$ cat config.mk
export PLATFORM = sky130hd
export DESIGN_NAME = timer_pair
export DESIGN_NICKNAME = d
export VERILOG_FILES = /design/src/timer_pair_pkg.sv /design/src/timer_pair.sv
export VERILOG_INCLUDE_DIRS = /design/src
export SDC_FILE = /design/constraint.sdc
export NUM_CORES = 1
export LEC_CHECK = 0
export BUFFER_PORTS_ARGS = -buffer_cell sky130_fd_sc_hd__buf_2
export CAP_MARGIN = 10
export CORE_MARGIN = 5
export CORE_UTILIZATION = 40
export CTS_BUF_LIST = sky130_fd_sc_hd__clkbuf_4 sky130_fd_sc_hd__clkbuf_8
export DETAILED_ROUTE_END_ITERATION = 8
export GPL_TIMING_DRIVEN = 1
export PLACE_DENSITY_LB_ADDON = 0.08
export SLEW_MARGIN = 20
export SYNTH_ARGS = -nofsm -noshare
export SYNTH_HDL_FRONTEND = slang
export SYNTH_SLANG_ARGS = --single-unit
$ cat constraint.sdc
create_clock -name pclk -period 2.4 [get_ports pclk]
set_input_delay 0.12 -clock pclk [delete_from_list [all_inputs] [get_ports pclk]]
set_output_delay 0.12 -clock pclk [all_outputs]
set_load 0.05 [all_outputs]
$ cat src/timer_pair_defines.svh
// register offsets, field positions and counts for the counter/timer pair
// assumes an 8-bit APB byte address, one 32-bit word per register
`ifndef TIMER_PAIR_DEFINES_SVH
`define TIMER_PAIR_DEFINES_SVH

// register byte addresses
`define OFF_CTRL    8'h00
`define OFF_MODE    8'h04
`define OFF_CLKC    8'h08
`define OFF_IMASK   8'h0C
`define OFF_EXTCFG  8'h10
`define OFF_TL0     8'h14
`define OFF_TH0     8'h18
`define OFF_TL1     8'h1C
`define OFF_TH1     8'h20
`define OFF_ISTAT   8'h24
`define OFF_ICLR    8'h28

// bit positions, i is the timer number
`define CTRL_TR(i)  (4 + 2 * (i))
`define CTRL_TF(i)  (5 + 2 * (i))
`define MODE_LO(i)  (4 * (i))
`define MODE_CT(i)  (4 * (i) + 2)
`define MODE_GT(i)  (4 * (i) + 3)
`define CLK_SYS(i)  (3 + (i))
`define IRQ_BIT(i)  (1 + 2 * (i))
`define EXT_PL(i)   (3 + 4 * (i))

// writable bits of sparse registers
`define CLKC_MASK   8'h1B
`define IMASK_MASK  8'h0A
`define EXTCFG_MASK 8'h88

// prescaler: one counter wraps at 48 and serves every divisor
`define PRE_WRAP    6'h2F
`define PRE_DIV12   6'h0C
`define PRE_LAST12  6'h0B
`define PRE_LAST8   3'h7
`define PRE_LAST4   2'h3

`define BYTE_ONES   8'hFF
`define LOW5_ONES   5'h1F
`define RESET_BYTE  8'h00

`endif

$ cat src/timer_pair_pkg.sv
// types shared by the counter/timer pair
// assumes the defines header for field positions
package timer_pair_pkg;

  // two-bit mode field of each timer
  typedef enum logic [1:0] {
    MODE_13BIT  = 2'h0,
    MODE_16BIT  = 2'h1,
    MODE_8RELOAD = 2'h2,
    MODE_SPLIT  = 2'h3
  } tmode_t;

  // prescaler divisor choice
  typedef enum logic [1:0] {
    SCALE_12 = 2'h0,
    SCALE_4  = 2'h1,
    SCALE_48 = 2'h2,
    SCALE_8  = 2'h3
  } scale_t;

endpackage : timer_pair_pkg

$ cat src/timer_pair.sv
// two 16-bit counter/timers with 13-bit, 16-bit and 8-bit reload modes
// assumes an APB master on pclk and asynchronous event and gate pins
//
// What this block does
// - each timer clocks from the system clock or a prescaled clock chosen by a shared two-bit scale field.
// - in counter use each sampled falling edge of the event pin adds one, up to a quarter of pclk.
// - each count is 16 bits reached as a separate low and high byte register.
// - a two-bit field per timer in the mode register picks its mode on its own.
// - in 13-bit mode the high byte holds the top eight bits and low bits 4..0 the bottom five.
// - rolling the 13-bit count from all ones to zero sets the overflow flag and may interrupt.
// - count select 1 counts pin falling edges, 0 uses pclk or the prescaled clock per the select bit.
// - a timer advances only with its run bit set and either gating off or its gate pin active.
// - setting the run bit keeps the present count.
// - timer one mirrors timer zero with its own bits and the second gate pin and polarity.
// - 16-bit mode uses all sixteen bits with the same enabling and overflow handling.
// - 8-bit reload mode counts the low byte and on rollover sets the flag and copies the high byte in.
// - an overflow interrupts only when that timer's enable bit is set.
//
// The implementer's own choices: register access over APB and the register offsets.
`timescale 1ns/1ns
`include "timer_pair_defines.svh"

module timer_pair
  import timer_pair_pkg::*;
(
  // apb clock and reset
  input  wire logic        pclk,
  input  wire logic        presetn,
  // apb slave
  input  wire logic        psel,
  input  wire logic        penable,
  input  wire logic        pwrite,
  input  wire logic [7:0]  paddr,
  input  wire logic [31:0] pwdata,
  output logic             pready,
  output logic [31:0]      prdata,
  output logic             pslverr,
  // event and gate pins
  input  wire logic        timer_zero_event_pin,
  input  wire logic        timer_one_event_pin,
  input  wire logic        ext_irq_zero_pin,
  input  wire logic        ext_irq_one_pin,
  // interrupt acknowledge pulses
  input  wire logic        timer_zero_irq_ack,
  input  wire logic        timer_one_irq_ack,
  // interrupt requests
  output logic             timer_zero_irq,
  output logic             timer_one_irq,
  output logic             irq
);

  // bus state
  logic        pready_r;
  logic [31:0] prdata_r;
  logic        pslverr_r;
  logic        xfer;
  logic        wr;
  logic        mapped;
  logic [7:0]  rd_byte;
  // shared configuration
  logic [1:0]  tr_r;
  logic [7:0]  timer_mode_register_r;
  logic [7:0]  clock_control_register_r;
  logic [7:0]  interrupt_mask_register_r;
  logic [7:0]  ext_irq_config_register_r;
  // per timer state
  logic [7:0]  tl_r [2];
  logic [7:0]  th_r [2];
  logic        tf_r [2];
  logic        adv [2];
  logic        ovf [2];
  logic [1:0]  ack;
  logic [1:0]  ev_pin;
  logic [1:0]  gt_pin;
  // prescaler
  logic [5:0]  pre_r;
  logic        pre_tick;

  assign ack    = {timer_one_irq_ack, timer_zero_irq_ack};
  assign ev_pin = {timer_one_event_pin, timer_zero_event_pin};
  assign gt_pin = {ext_irq_one_pin, ext_irq_zero_pin};
  assign xfer = psel && penable && pready_r;
  assign wr   = xfer && pwrite;

  // one hit decode shared by every register write
  function automatic logic wr_hit(input logic [7:0] off);
    wr_hit = wr && (paddr == off);
  endfunction : wr_hit
  // prescaler taps from one mod-48 counter
  function automatic logic pre_hit(input logic [1:0] sca,
                                   input logic [5:0] cnt);
    unique case (scale_t'(sca))
      SCALE_12: pre_hit = ((cnt % `PRE_DIV12) == `PRE_LAST12);
      SCALE_4:  pre_hit = (cnt[1:0] == `PRE_LAST4);
      SCALE_48: pre_hit = (cnt == `PRE_WRAP);
      SCALE_8:  pre_hit = (cnt[2:0] == `PRE_LAST8);
    endcase
  endfunction : pre_hit

  always_ff @(posedge pclk or negedge presetn) begin
    if (!presetn) begin
      pre_r <= 6'h00;
    end else if (pre_r == `PRE_WRAP) begin
      pre_r <= 6'h00;
    end else begin
      pre_r <= pre_r + 6'h01;
    end
  end

  assign pre_tick = pre_hit(clock_control_register_r[1:0], pre_r);

  // configuration registers; unused bits masked so they read as zero
  always_ff @(posedge pclk or negedge presetn) begin
    if (!presetn) begin
      timer_mode_register_r     <= `RESET_BYTE;
      clock_control_register_r  <= `RESET_BYTE;
      interrupt_mask_register_r <= `RESET_BYTE;
      ext_irq_config_register_r <= `RESET_BYTE;
    end else begin
      if (wr_hit(`OFF_MODE)) timer_mode_register_r <= pwdata[7:0];
      if (wr_hit(`OFF_CLKC))
        clock_control_register_r <= pwdata[7:0] & `CLKC_MASK;
      if (wr_hit(`OFF_IMASK))
        interrupt_mask_register_r <= pwdata[7:0] & `IMASK_MASK;
      if (wr_hit(`OFF_EXTCFG))
        ext_irq_config_register_r <= pwdata[7:0] & `EXTCFG_MASK;
    end
  end

  // one generate slice per timer; timer one is the same logic
  for (genvar i = 0; i < 2; i++) begin : g_tmr
    localparam logic [7:0] TL_OFF = (i == 0) ? `OFF_TL0 : `OFF_TL1;
    localparam logic [7:0] TH_OFF = (i == 0) ? `OFF_TH0 : `OFF_TH1;
    logic        ev_s1, ev_s2, ev_s3;
    logic        gt_s1, gt_s2;
    logic        ev_fall;
    logic        run_ok;
    logic        tick;
    logic [12:0] c13;
    tmode_t      md;

    // pins pass two flops before use; the third flop is edge history
    always_ff @(posedge pclk or negedge presetn) begin
      if (!presetn) begin
        ev_s1 <= 1'b1;
        ev_s2 <= 1'b1;
        ev_s3 <= 1'b1;
        gt_s1 <= 1'b0;
        gt_s2 <= 1'b0;
      end else begin
        ev_s1 <= ev_pin[i];
        ev_s2 <= ev_s1;
        ev_s3 <= ev_s2;
        gt_s1 <= gt_pin[i];
        gt_s2 <= gt_s1;
      end
    end

    assign ev_fall = ev_s3 && !ev_s2;
    assign md = tmode_t'(timer_mode_register_r[`MODE_LO(i) +: 2]);
    assign run_ok = tr_r[i] && (!timer_mode_register_r[`MODE_GT(i)] ||
        (gt_s2 == ext_irq_config_register_r[`EXT_PL(i)]));
    assign tick = timer_mode_register_r[`MODE_CT(i)] ? ev_fall :
        (clock_control_register_r[`CLK_SYS(i)] ? 1'b1 : pre_tick);
    // split mode is not built here, so a timer in it holds still
    assign adv[i] = run_ok && tick && (md != MODE_SPLIT);
    assign c13 = {th_r[i], tl_r[i][4:0]} + 13'h0001;

    always_comb begin
      unique case (md)
        MODE_13BIT:   ovf[i] = adv[i] &&
            (tl_r[i][4:0] == `LOW5_ONES) && (th_r[i] == `BYTE_ONES);
        MODE_16BIT:   ovf[i] = adv[i] &&
            (tl_r[i] == `BYTE_ONES) && (th_r[i] == `BYTE_ONES);
        MODE_8RELOAD: ovf[i] = adv[i] && (tl_r[i] == `BYTE_ONES);
        MODE_SPLIT:   ovf[i] = 1'b0;
      endcase
    end

    // count is never cleared by the run bit, only by reset or writes
    always_ff @(posedge pclk or negedge presetn) begin
      if (!presetn) begin
        tl_r[i] <= `RESET_BYTE;
      end else if (wr_hit(TL_OFF)) begin
        tl_r[i] <= pwdata[7:0];
      end else if (adv[i]) begin
        unique case (md)
          MODE_13BIT:   tl_r[i][4:0] <= c13[4:0];
          MODE_16BIT:   tl_r[i] <= tl_r[i] + 8'h01;
          MODE_8RELOAD: tl_r[i] <= ovf[i] ? th_r[i] : tl_r[i] + 8'h01;
          MODE_SPLIT:   tl_r[i] <= tl_r[i];
        endcase
      end
    end

    always_ff @(posedge pclk or negedge presetn) begin
      if (!presetn) begin
        th_r[i] <= `RESET_BYTE;
      end else if (wr_hit(TH_OFF)) begin
        th_r[i] <= pwdata[7:0];
      end else if (adv[i]) begin
        unique case (md)
          MODE_13BIT:   th_r[i] <= c13[12:5];
          MODE_16BIT:   if (tl_r[i] == `BYTE_ONES) th_r[i] <= th_r[i] + 8'h01;
          MODE_8RELOAD: th_r[i] <= th_r[i];
          MODE_SPLIT:   th_r[i] <= th_r[i];
        endcase
      end
    end

    // overflow beats any clear in the same cycle
    always_ff @(posedge pclk or negedge presetn) begin
      if (!presetn) begin
        tf_r[i] <= 1'b0;
      end else if (ovf[i]) begin
        tf_r[i] <= 1'b1;
      end else if (ack[i] || (wr_hit(`OFF_ICLR) && pwdata[`IRQ_BIT(i)])) begin
        tf_r[i] <= 1'b0;
      end else if (wr_hit(`OFF_CTRL)) begin
        tf_r[i] <= pwdata[`CTRL_TF(i)];
      end
    end

    always_ff @(posedge pclk or negedge presetn) begin
      if (!presetn) begin
        tr_r[i] <= 1'b0;
      end else if (wr_hit(`OFF_CTRL)) begin
        tr_r[i] <= pwdata[`CTRL_TR(i)];
      end
    end
  end

  // interrupt outputs, one cycle behind the flags
  always_ff @(posedge pclk or negedge presetn) begin
    if (!presetn) begin
      timer_zero_irq <= 1'b0;
      timer_one_irq  <= 1'b0;
      irq            <= 1'b0;
    end else begin
      timer_zero_irq <= tf_r[0] && interrupt_mask_register_r[`IRQ_BIT(0)];
      timer_one_irq  <= tf_r[1] && interrupt_mask_register_r[`IRQ_BIT(1)];
      irq <= (tf_r[0] && interrupt_mask_register_r[`IRQ_BIT(0)]) ||
             (tf_r[1] && interrupt_mask_register_r[`IRQ_BIT(1)]);
    end
  end

  // read decode
  always_comb begin
    rd_byte = 8'h00;
    mapped  = 1'b1;
    unique case (paddr)
      `OFF_CTRL: begin
        rd_byte[`CTRL_TF(1)] = tf_r[1];
        rd_byte[`CTRL_TR(1)] = tr_r[1];
        rd_byte[`CTRL_TF(0)] = tf_r[0];
        rd_byte[`CTRL_TR(0)] = tr_r[0];
      end
      `OFF_MODE:   rd_byte = timer_mode_register_r;
      `OFF_CLKC:   rd_byte = clock_control_register_r;
      `OFF_IMASK:  rd_byte = interrupt_mask_register_r;
      `OFF_EXTCFG: rd_byte = ext_irq_config_register_r;
      `OFF_TL0:    rd_byte = tl_r[0];
      `OFF_TH0:    rd_byte = th_r[0];
      `OFF_TL1:    rd_byte = tl_r[1];
      `OFF_TH1:    rd_byte = th_r[1];
      `OFF_ISTAT: begin
        rd_byte[`IRQ_BIT(0)] = tf_r[0];
        rd_byte[`IRQ_BIT(1)] = tf_r[1];
      end
      `OFF_ICLR:   rd_byte = 8'h00;
      default:     mapped = 1'b0;
    endcase
  end

  // one wait state: ready comes in the second access cycle
  always_ff @(posedge pclk or negedge presetn) begin
    if (!presetn) begin
      pready_r  <= 1'b0;
      prdata_r  <= 32'h0000_0000;
      pslverr_r <= 1'b0;
    end else begin
      pready_r  <= psel && penable && !pready_r;
      pslverr_r <= psel && penable && !pready_r && !mapped;
      if (psel && penable && !pready_r && !pwrite) begin
        prdata_r <= {24'h00_0000, rd_byte};
      end
    end
  end

  assign pready  = pready_r;
  assign prdata  = prdata_r;
  assign pslverr = pslverr_r;
endmodule : timer_pair

==> results list, run 1 <==
* Result of the run: finished clean
* Cell chain of the critical path: inv_1 -> ha_1 -> nand4_1 -> nor2_2 -> o21ai_0 -> or4b_1 -> or3_1 -> a31oi_1
- The number of different library cells used by synthesis comes to 82.
* Critical path class: register to register
* Fraction of the mapped netlist area in adder cells: 0.0348
- Main combinational cell family by area after synthesis: simple AND/OR/NAND/NOR gates
- Delay of the slowest cell on the worst path: 0.55 ns
* CTS clock-pin slew for the worst setup and hold paths: 0.09 ns
- Grouping stages by cell kind, the critical path spends the most delay in simple AND/OR/NAND/NOR gates.
* Start point of the worst hold path: timer_zero_irq_ack
* Total detailed-routing wirelength: 16.5 mm
- Clock sink count: 81
- Number of global-route vias before repair: 4564
- Vertical die dimension: 126 um
- Lkg Pwr: 0.00269 uW
- Gate count of the mapped netlist: 578
- The mapped netlist covers 5400 um^2.
* Element type at the critical path start: register
* Number of inserted filler cells in the final layout: 1327
- Std-Cell Core Area: 13200 um^2
* Effective utilization at floorplan: 0.408
- TritonCTS Buffers: 9
- The clock reaches the later pin of the worst-skew pair after 0.38 ns.
- Worst Tran Pin Value: 0.539 ns
- Worst supply voltage drop on vdd: 0.000362 V
* Global-route wire length before repair: 26.2 mm
* Antenna cells: 0
* Xor/xnor cell area share of the yosys netlist: 0.0438
* Growth of design area from synthesis to finish: 16.9%
- Across the whole layout, storage elements account for 2040 um^2.
- Wire segments on met2 add up to 7.23 mm in the final route.
- Period utilisation layout: 0.948
* Endpoint of the worst-slack reg-to-reg timing path: th_r[6]
- The path with the worst hold slack has its endpoint at tf_r[1].
- The synthesized design contains 81 register bits.
- The path class of the tightest hold or removal check is input port to register.
* Post-layout minimum cycle time: 2.28 ns
* Iter 0 DRT Violations: 362
* R2R depth: 8
- Setup_tns: 0 ns
- CP required: 2.70 ns
- In this run the register-to-register setup slack is 0.12 ns.
- Die Wd: 126 um
- Share of layout cells above drive strength 1: 0.259
* Maximum buffer depth of the clock tree: 2
- Dividing the detail-routed via count by the number of cells gives 5.71.
- Row generation in the floorplan step produced 42 rows.
* Maximum clock skew at final layout: 0.00909 ns
- TritonCTS built the clock tree.
- H-tree lvl count: 3
* Number of enable flip-flop cells after synthesis: 0
- The HPWL after detailed placement is 12.3 mm.
- Dividing the synthesized area by the synthesized cell count gives 9.34 um^2.
- All-Layer GR Usage: 0.211
* Async set-or-reset flop fraction in the synthesized netlist: 1.00
- Vias: 4772
* Leading cell type in the layout, fill and taps excluded: sky130_fd_sc_hd__dfrtp_1
- After detailed routing, the number of remaining DRC violations is 0.
- Reg-to-reg startpoint: timer_mode_register_r[5]
* Area share of and/or/nand/nor cells after synthesis: 0.234
- After detailed routing, the met3 layer carries 1.06 mm of wire.
* Placed standard-cell area: 5980 um^2
* Register area share after synthesis: 0.377
- In this run the count of I/O pins placed on the die edge is 88.
- Top library cells by usage in the layout, fill and taps aside: sky130_fd_sc_hd__dfrtp_1 (74), sky130_fd_sc_hd__nand2_1 (52), sky130_fd_sc_hd__buf_4 (50), sky130_fd_sc_hd__nor2_1 (47), sky130_fd_sc_hd__buf_2 (38)
* Max Slew Vio Count: 0
* Largest net degree at the start of global routing: 82
- Initial antenna violation count: 0
- The Yosys step of the flow raised 0 warnings.
* Worst slew margin: 0.640
- Post-route non-filler standard cell count: 835
- Finished Cell Area: 6310 um^2
* Final hold violation count: 0
- Net count reported at finish: 720
- Compound-gate portion of the synthesized area: 0.165
- In this run the remaining antenna-violating nets after routing total 0.
* Main flop type after synthesis: sky130_fd_sc_hd__dfrtp_1
- After detailed routing, no signal wire sits above met4.
- Crit-path max FO: 5
* Pwr Density: 463 nW/um^2
* CP arrival: 2.58 ns
* Share of cell area taken by muxes after synthesis: 0.0781
* Setup repair after global routing missed its margin: false
* Critical Path Slowest Stage Cell: sky130_fd_sc_hd__or4b_1
* GRT Residual Overflow: 0
* Library cell used as clock root buffer: sky130_fd_sc_hd__clkbuf_8
- Routed metal-1 wire length: 7.86 mm
* Number of failing setup endpoints in the final timing report: 0
- Die outline area: 15900 um^2
- The count of buffers added on input and output ports is 39.
* Maximum capacitance violations: 0
- Number of optimization iterations in the first detailed-route pass: 6
* Hold path cells: 3
* CP endpoint kind: register
* Routed len/inst: 19.7 um
- Multi-input combinational cell area: 3130 um^2
- Number of instances in the placed design: 813
* Fmax: 439 MHz
- Counting both buffers and inverters, the worst setup path holds a total of 1.
* GP Congestion: 0.949
## worst reg2reg max path: cells and delay by family (launching register included)
family,cells,cell delay [ns]
AO/OA/AOI/OAI,2,0.33
adder cells (fa/ha/maj),1,0.19
buffers and inverters,1,0.06
AND/OR/NAND/NOR,4,1.18
flip-flops,1,0.45
## area by class of cell
cell class,count,area share
Clock buffer,11,0.0230
Clock inverter,5,0.0135
Inverter,14,0.00833
Multi-Input combinational cell,454,0.497
Sequential cell,81,0.323
Tap cell,176,0.0349
Timing Repair Buffer,94,0.101
## through the flow
step / setup slack [ns] / hold WS, ns / total power (uW) / util
after detailed placement: 0.0962 / 0.190 / 1760 / 0.451
after floorplan: 0.170 / -0.176 / 1660 / -
after global placement: 0.106 / 0.188 / 1760 / 0.451
after global routing: 0.000612 / 0.0208 / 3050 / 0.476
after CTS: 0.0542 / 0.000584 / 2960 / 0.473
final: 0.124 / 0.0223 / 2920 / 0.476
## flip-flops by register name, summed over array words and instances (netlist names)
name / cells
g_tmr.ev_s2: 2
pslverr: 1
pre_r: 6
clock_control_register_r: 4
tf_r: 2
g_tmr.gt_s1: 2
pready: 1
g_tmr.ev_s3: 2
th_r: 16
timer_one_irq: 1
ext_irq_config_register_r: 2
prdata: 8
g_tmr.ev_s1: 2
interrupt_mask_register_r: 2
irq: 1
timer_mode_register_r: 8
tl_r: 16
g_tmr.gt_s2: 2
tr_r: 2
timer_zero_irq: 1
## where the power goes
part | internal, uW | switching [uW]
Clock | 634 | 545
Combinational | 76.3 | 254
Sequential | 1390 | 18.7
Total | 2100 | 818
## repair_timing
action	CTS	global route
buffers inserted	0	1
endpoints found under the setup margin	0	18
endpoints found under the hold margin	79	0
gates resized for setup	0	11
hold buffers	5	0
## synth_stat cells, types with 11 or more instances
cell type | count | area, um^2
sky130_fd_sc_hd__dfrtp_1 | 75 | 1880
sky130_fd_sc_hd__nand2_1 | 52 | 195
sky130_fd_sc_hd__nor2_1 | 49 | 184
sky130_fd_sc_hd__a21oi_1 | 26 | 130
sky130_fd_sc_hd__mux2_2 | 25 | 282
sky130_fd_sc_hd__buf_4 | 24 | 180
sky130_fd_sc_hd__o21ai_0 | 24 | 120
sky130_fd_sc_hd__nand3_1 | 18 | 90.1
sky130_fd_sc_hd__xnor2_1 | 18 | 158
sky130_fd_sc_hd__clkbuf_1 | 17 | 63.8
sky130_fd_sc_hd__ha_1 | 15 | 188
sky130_fd_sc_hd__inv_1 | 14 | 52.6
sky130_fd_sc_hd__mux2i_1 | 14 | 140
sky130_fd_sc_hd__nor4_1 | 13 | 81.3
sky130_fd_sc_hd__nand4_1 | 11 | 68.8
## cells by family after synthesis
| family | Yosys count |
|---|---|
| buffers and inverters | 66 |
| DFF | 81 |
| xor gates and xnor gates | 27 |
| AOI/OAI and AO/OA | 126 |
| and+or+nand+nor | 223 |
| other | 1 |
| muxes | 39 |
| adders and majority gates | 15 |
## how the worst max path moves through the flow
| stage | endpoint | slack (ns) | start | cells after the start |
|---|---|---|---|---|
| 6_report | th_r[6] | 0.12 | timer_mode_register_r[5] | 8 |
| 5_1_grt | tl_r[1] | 0.0006 | timer_mode_register_r[4] | 9 |
| 4_1_cts | tl_r[5] | 0.05 | pre_r[0] | 9 |
| 3_5_place_dp | tl_r[8] | 0.1 | timer_mode_register_r[0] | 7 |
| 3_3_place_gp | tl_r[8] | 0.11 | timer_mode_register_r[0] | 7 |
| 2_1_floorplan | tl_r[3] | 0.17 | tl_r[0] | 7 |
## layer usage
metal | vias to the layer above | global-route usage
met2 | 168 | 0.314
li1 | 2256 | -
met3 | 24 | 0.0449
met1 | 2324 | 0.308
met4 | 0 | 0.0656
met5 | - | 0
Power figures use the tool's default switching activity.
==> run 2, diff against run 1 <==
- REMOVE_ABC_BUFFERS: not set -> 1
==> run 2 against run 1 <==
  * Non-clock buffer count is 1 higher
  * Clock power is 20% lower
  * Final cell count grew 0.12%
  * Die area unchanged
  * Critical path depth is the same
  * Power down 8.2%
  * Highest routed layer unchanged
  * Clock-buffer cell count fell by 1
  * Sequential cell count did not move
  * Clock skew up 0.0049 ns
  * Critical path type unchanged
  * Sequential power about the same
==> results list, run 2 (same netlist as run 1, synthesis figures left out) <==
* Hold path cells: 3 (unchanged)
- The height of the die came to 126 um (unchanged).
- Die outline area: 15900 um^2 (unchanged)
- Largest registers in the final layout: th_r: 16 flops, tl_r: 16 flops (unchanged).
* Fmax: 439 MHz (about the same)
* Vias: 4803 (was 4772)
- R2R depth: 8 (unchanged)
- The residual antenna-violating net count after detailed routing came to 0 (unchanged).
* Delay-heaviest family, CP: compound AO/OA/AOI/OAI gates (was simple AND/OR/NAND/NOR gates)
- The remaining design rule violation count is 0 (unchanged).
- The count of inserted antenna diode cells came to 0 (unchanged).
- Library cell used as clock root buffer: sky130_fd_sc_hd__clkbuf_8 (unchanged)
- Number of optimization iterations in the first detailed-route pass: 5 (was 6)
- End point of the worst hold path: tf_r[1] (unchanged)
- The number of failing hold endpoints at the final stage was 0 (unchanged).
- The post-detailed-routing wire length came to 16.8 mm (was 16.5 mm).
* Row count: 42 (unchanged)
* Worst supply voltage drop on vdd: 0.000393 V (was 0.000362 V)
- The clock buffer count from CTS was 9 (unchanged).
- The share of cells above drive strength 1 was 0.265 (was 0.259).
* Endpoint of the worst-slack reg-to-reg timing path: th_r[14] (was th_r[6])
- The instance area after placement is 5930 um^2 (was 5980 um^2).
- The starting utilization of the core area came to 0.408 (unchanged).
- The clock skew was 0.0140 ns (was 0.00909 ns).
* GP Congestion: 0.909 (was 0.949)
- The worst min-delay path class is input port to register (unchanged).
- Buf+Inv Stages, Crit Path: 0 (was 1)
- The data arrival time of the critical path is 2.59 ns (was 2.58 ns).
* Net count reported at finish: 721 (was 720)
- The number of global-route vias before repair is 4561 (was 4564).
- The detailed router's first-iteration violation count came to 442 (was 362).
- The actual slew at the worst max-slew pin is 0.859 ns (was 0.539 ns).
- The slowest stage cell on the critical path was sky130_fd_sc_hd__o211a_1 (was sky130_fd_sc_hd__or4b_1).
- Start point of the worst hold path: timer_zero_irq_ack (unchanged)
- The worst-case hold slack was 0.0203 ns (was 0.0223 ns).
- The layout overhead on the synthesized area came to 15.9% (was 16.9%).
* Result of the run: finished clean (unchanged)
- All-Layer GR Usage: 0.211 (about the same)
- Maximum buffer depth of the clock tree: 2 (unchanged)
- CTS clock-pin slew for the worst setup and hold paths: 0.09 ns (about the same)
- TritonCTS clock tree: done (unchanged)
- Top library cells by usage in the layout, fill and taps aside: sky130_fd_sc_hd__dfrtp_1 (74), sky130_fd_sc_hd__nand2_1 (52), sky130_fd_sc_hd__buf_4 (52), sky130_fd_sc_hd__nor2_1 (47), sky130_fd_sc_hd__buf_2 (38) (was sky130_fd_sc_hd__dfrtp_1 (74), sky130_fd_sc_hd__nand2_1 (52), sky130_fd_sc_hd__buf_4 (50), sky130_fd_sc_hd__nor2_1 (47), sky130_fd_sc_hd__buf_2 (38))
* Cell chain of the critical path: ha_2 -> ha_1 -> nand3b_1 -> o21ai_1 -> o211a_1 -> nor4b_2 -> a41o_1 -> a31oi_1 (was inv_1 -> ha_1 -> nand4_1 -> nor2_2 -> o21ai_0 -> or4b_1 -> or3_1 -> a31oi_1)
* Element type at the critical path start: register (unchanged)
- The required time of the worst setup path came to 2.71 ns (was 2.70 ns).
* Critical path class: register to register (unchanged)
- Startpoint of the worst setup timing path: pre_r[0] (was timer_mode_register_r[5])
- The share of the clock period used by the worst path was 0.950 (was 0.948).
- Maximum capacitance violations: 0 (unchanged)
- The initial antenna violation count is 0 (unchanged).
- The static leakage is 0.00266 uW (was 0.00269 uW).
- Clock latency on the worst-skew pair: 0.38 ns (about the same)
* Std-Cell Core Area: 13200 um^2 (unchanged)
* CP endpoint kind: register (unchanged)
* Die Wd: 126 um (unchanged)
* Delay of the slowest cell on the worst path: 0.49 ns (was 0.55 ns)
- Reg-to-reg startpoint: pre_r[0] (was timer_mode_register_r[5])
- The top-level port count was 88 (unchanged).
* Clock sink count: 81 (unchanged)
* Leading cell type in the layout, fill and taps excluded: sky130_fd_sc_hd__dfrtp_1 (unchanged)
- Crit-path max FO: 10 (was 5)
* Setup slack of the most critical reg-to-reg path: 0.12 ns (about the same)
* GRT Residual Overflow: 0 (unchanged)
- Routed len/inst: 20.1 um (was 19.7 um)
* Largest net degree at the start of global routing: 46 (was 82)
* Finished Cell Area: 6250 um^2 (was 6310 um^2)
- The average vias per placed instance is 5.75 (was 5.71).
- The final-report max-slew violation count was 0 (unchanged).
* Global-route wire length before repair: 26.1 mm (was 26.2 mm)
- The fill cell total of the finished layout came to 1292 (was 1327).
* Port Buffer Count: 39 (unchanged)
- The H-tree level count came to 3 (unchanged).
* Post-layout minimum cycle time: 2.28 ns (about the same)
* Number of failing setup endpoints in the final timing report: 0 (unchanged)
- Pwr Density: 428 nW/um^2 (was 463 nW/um^2)
- The max-slew headroom at the worst pin is 0.426 (was 0.640).
- DP HPWL: 12.4 mm (was 12.3 mm)
-- run 2: area by class of cell --
class,instances,area (um^2),area share
inverter,14,52.6,0.00840
multi-input combinational,454,3140,0.502
clock inverter,6,41.3,0.00660
clock buffer,10,131,0.0210
sequential,81,2040,0.325
timing repair buffer,95,631,0.101
tap,176,220,0.0352
-- run 2: per-layer routing --
layer  track usage  vias to the layer above  share of wire  wire length [um]
met5             0                        -              0                 0
met4        0.0713                        0          0.023               388
met3        0.0533                       29          0.076              1290
met2         0.308                      196           0.43              7280
met1         0.303                     2325           0.47              7860
li1              -                     2253              -                 -
-- run 2: worst max-delay path by stage --
| stage | end | slack [ns] | cells after the start |
|---|---|---|---|
| final | th_r[14] | 0.12 | 8 |
| after global placement | tl_r[8] | 0.08 | 8 |
| after CTS | tl_r[9] | 0.03 | 8 |
| after floorplan | th_r[6] | -0.05 | 8 |
| after detailed placement | tl_r[9] | 0.03 | 8 |
| after global routing | th_r[14] | -0.009 | 8 |
-- run 2: worst register-to-register path, cell delays in order, from the launching register on --
cell and delay, ns:
sky130_fd_sc_hd__dfrtp_1 0.43, sky130_fd_sc_hd__ha_2 0.21, sky130_fd_sc_hd__ha_1 0.19, sky130_fd_sc_hd__nand3b_1 0.15, sky130_fd_sc_hd__o21ai_1 0.17, sky130_fd_sc_hd__o211a_1 0.49, sky130_fd_sc_hd__nor4b_2 0.15, sky130_fd_sc_hd__a41o_1 0.27
sky130_fd_sc_hd__a31oi_1 0.15
-- run 2: stage by stage --
stage                     std cells  worst slack [ns]  power (uW)  utilization  TNS (ns)
after floorplan                 549           -0.0510        1620            -   -0.0510
after CTS                       829            0.0300        2710        0.464         0
after global routing            836          -0.00885        2800        0.472  -0.00885
final                           836             0.120        2680        0.472         0
after detailed placement        808            0.0331        1760        0.448         0
after global placement          808            0.0780        1750        0.448         0
-- run 2: report_power, final --
group,internal [uW],switching (uW),total (uW)
clock network,391,549,940
logic,74.1,254,328
registers,1390,18.8,1410
total,1860,822,2680
-- run 2: timing repair --
item                                   in CTS  in global routing
resized for setup                           0                 15
setup buffers                               0                  7
hold buffers                                5                  0
endpoints found under the hold margin      44                  0
setup endpoints to repair                   0                 18
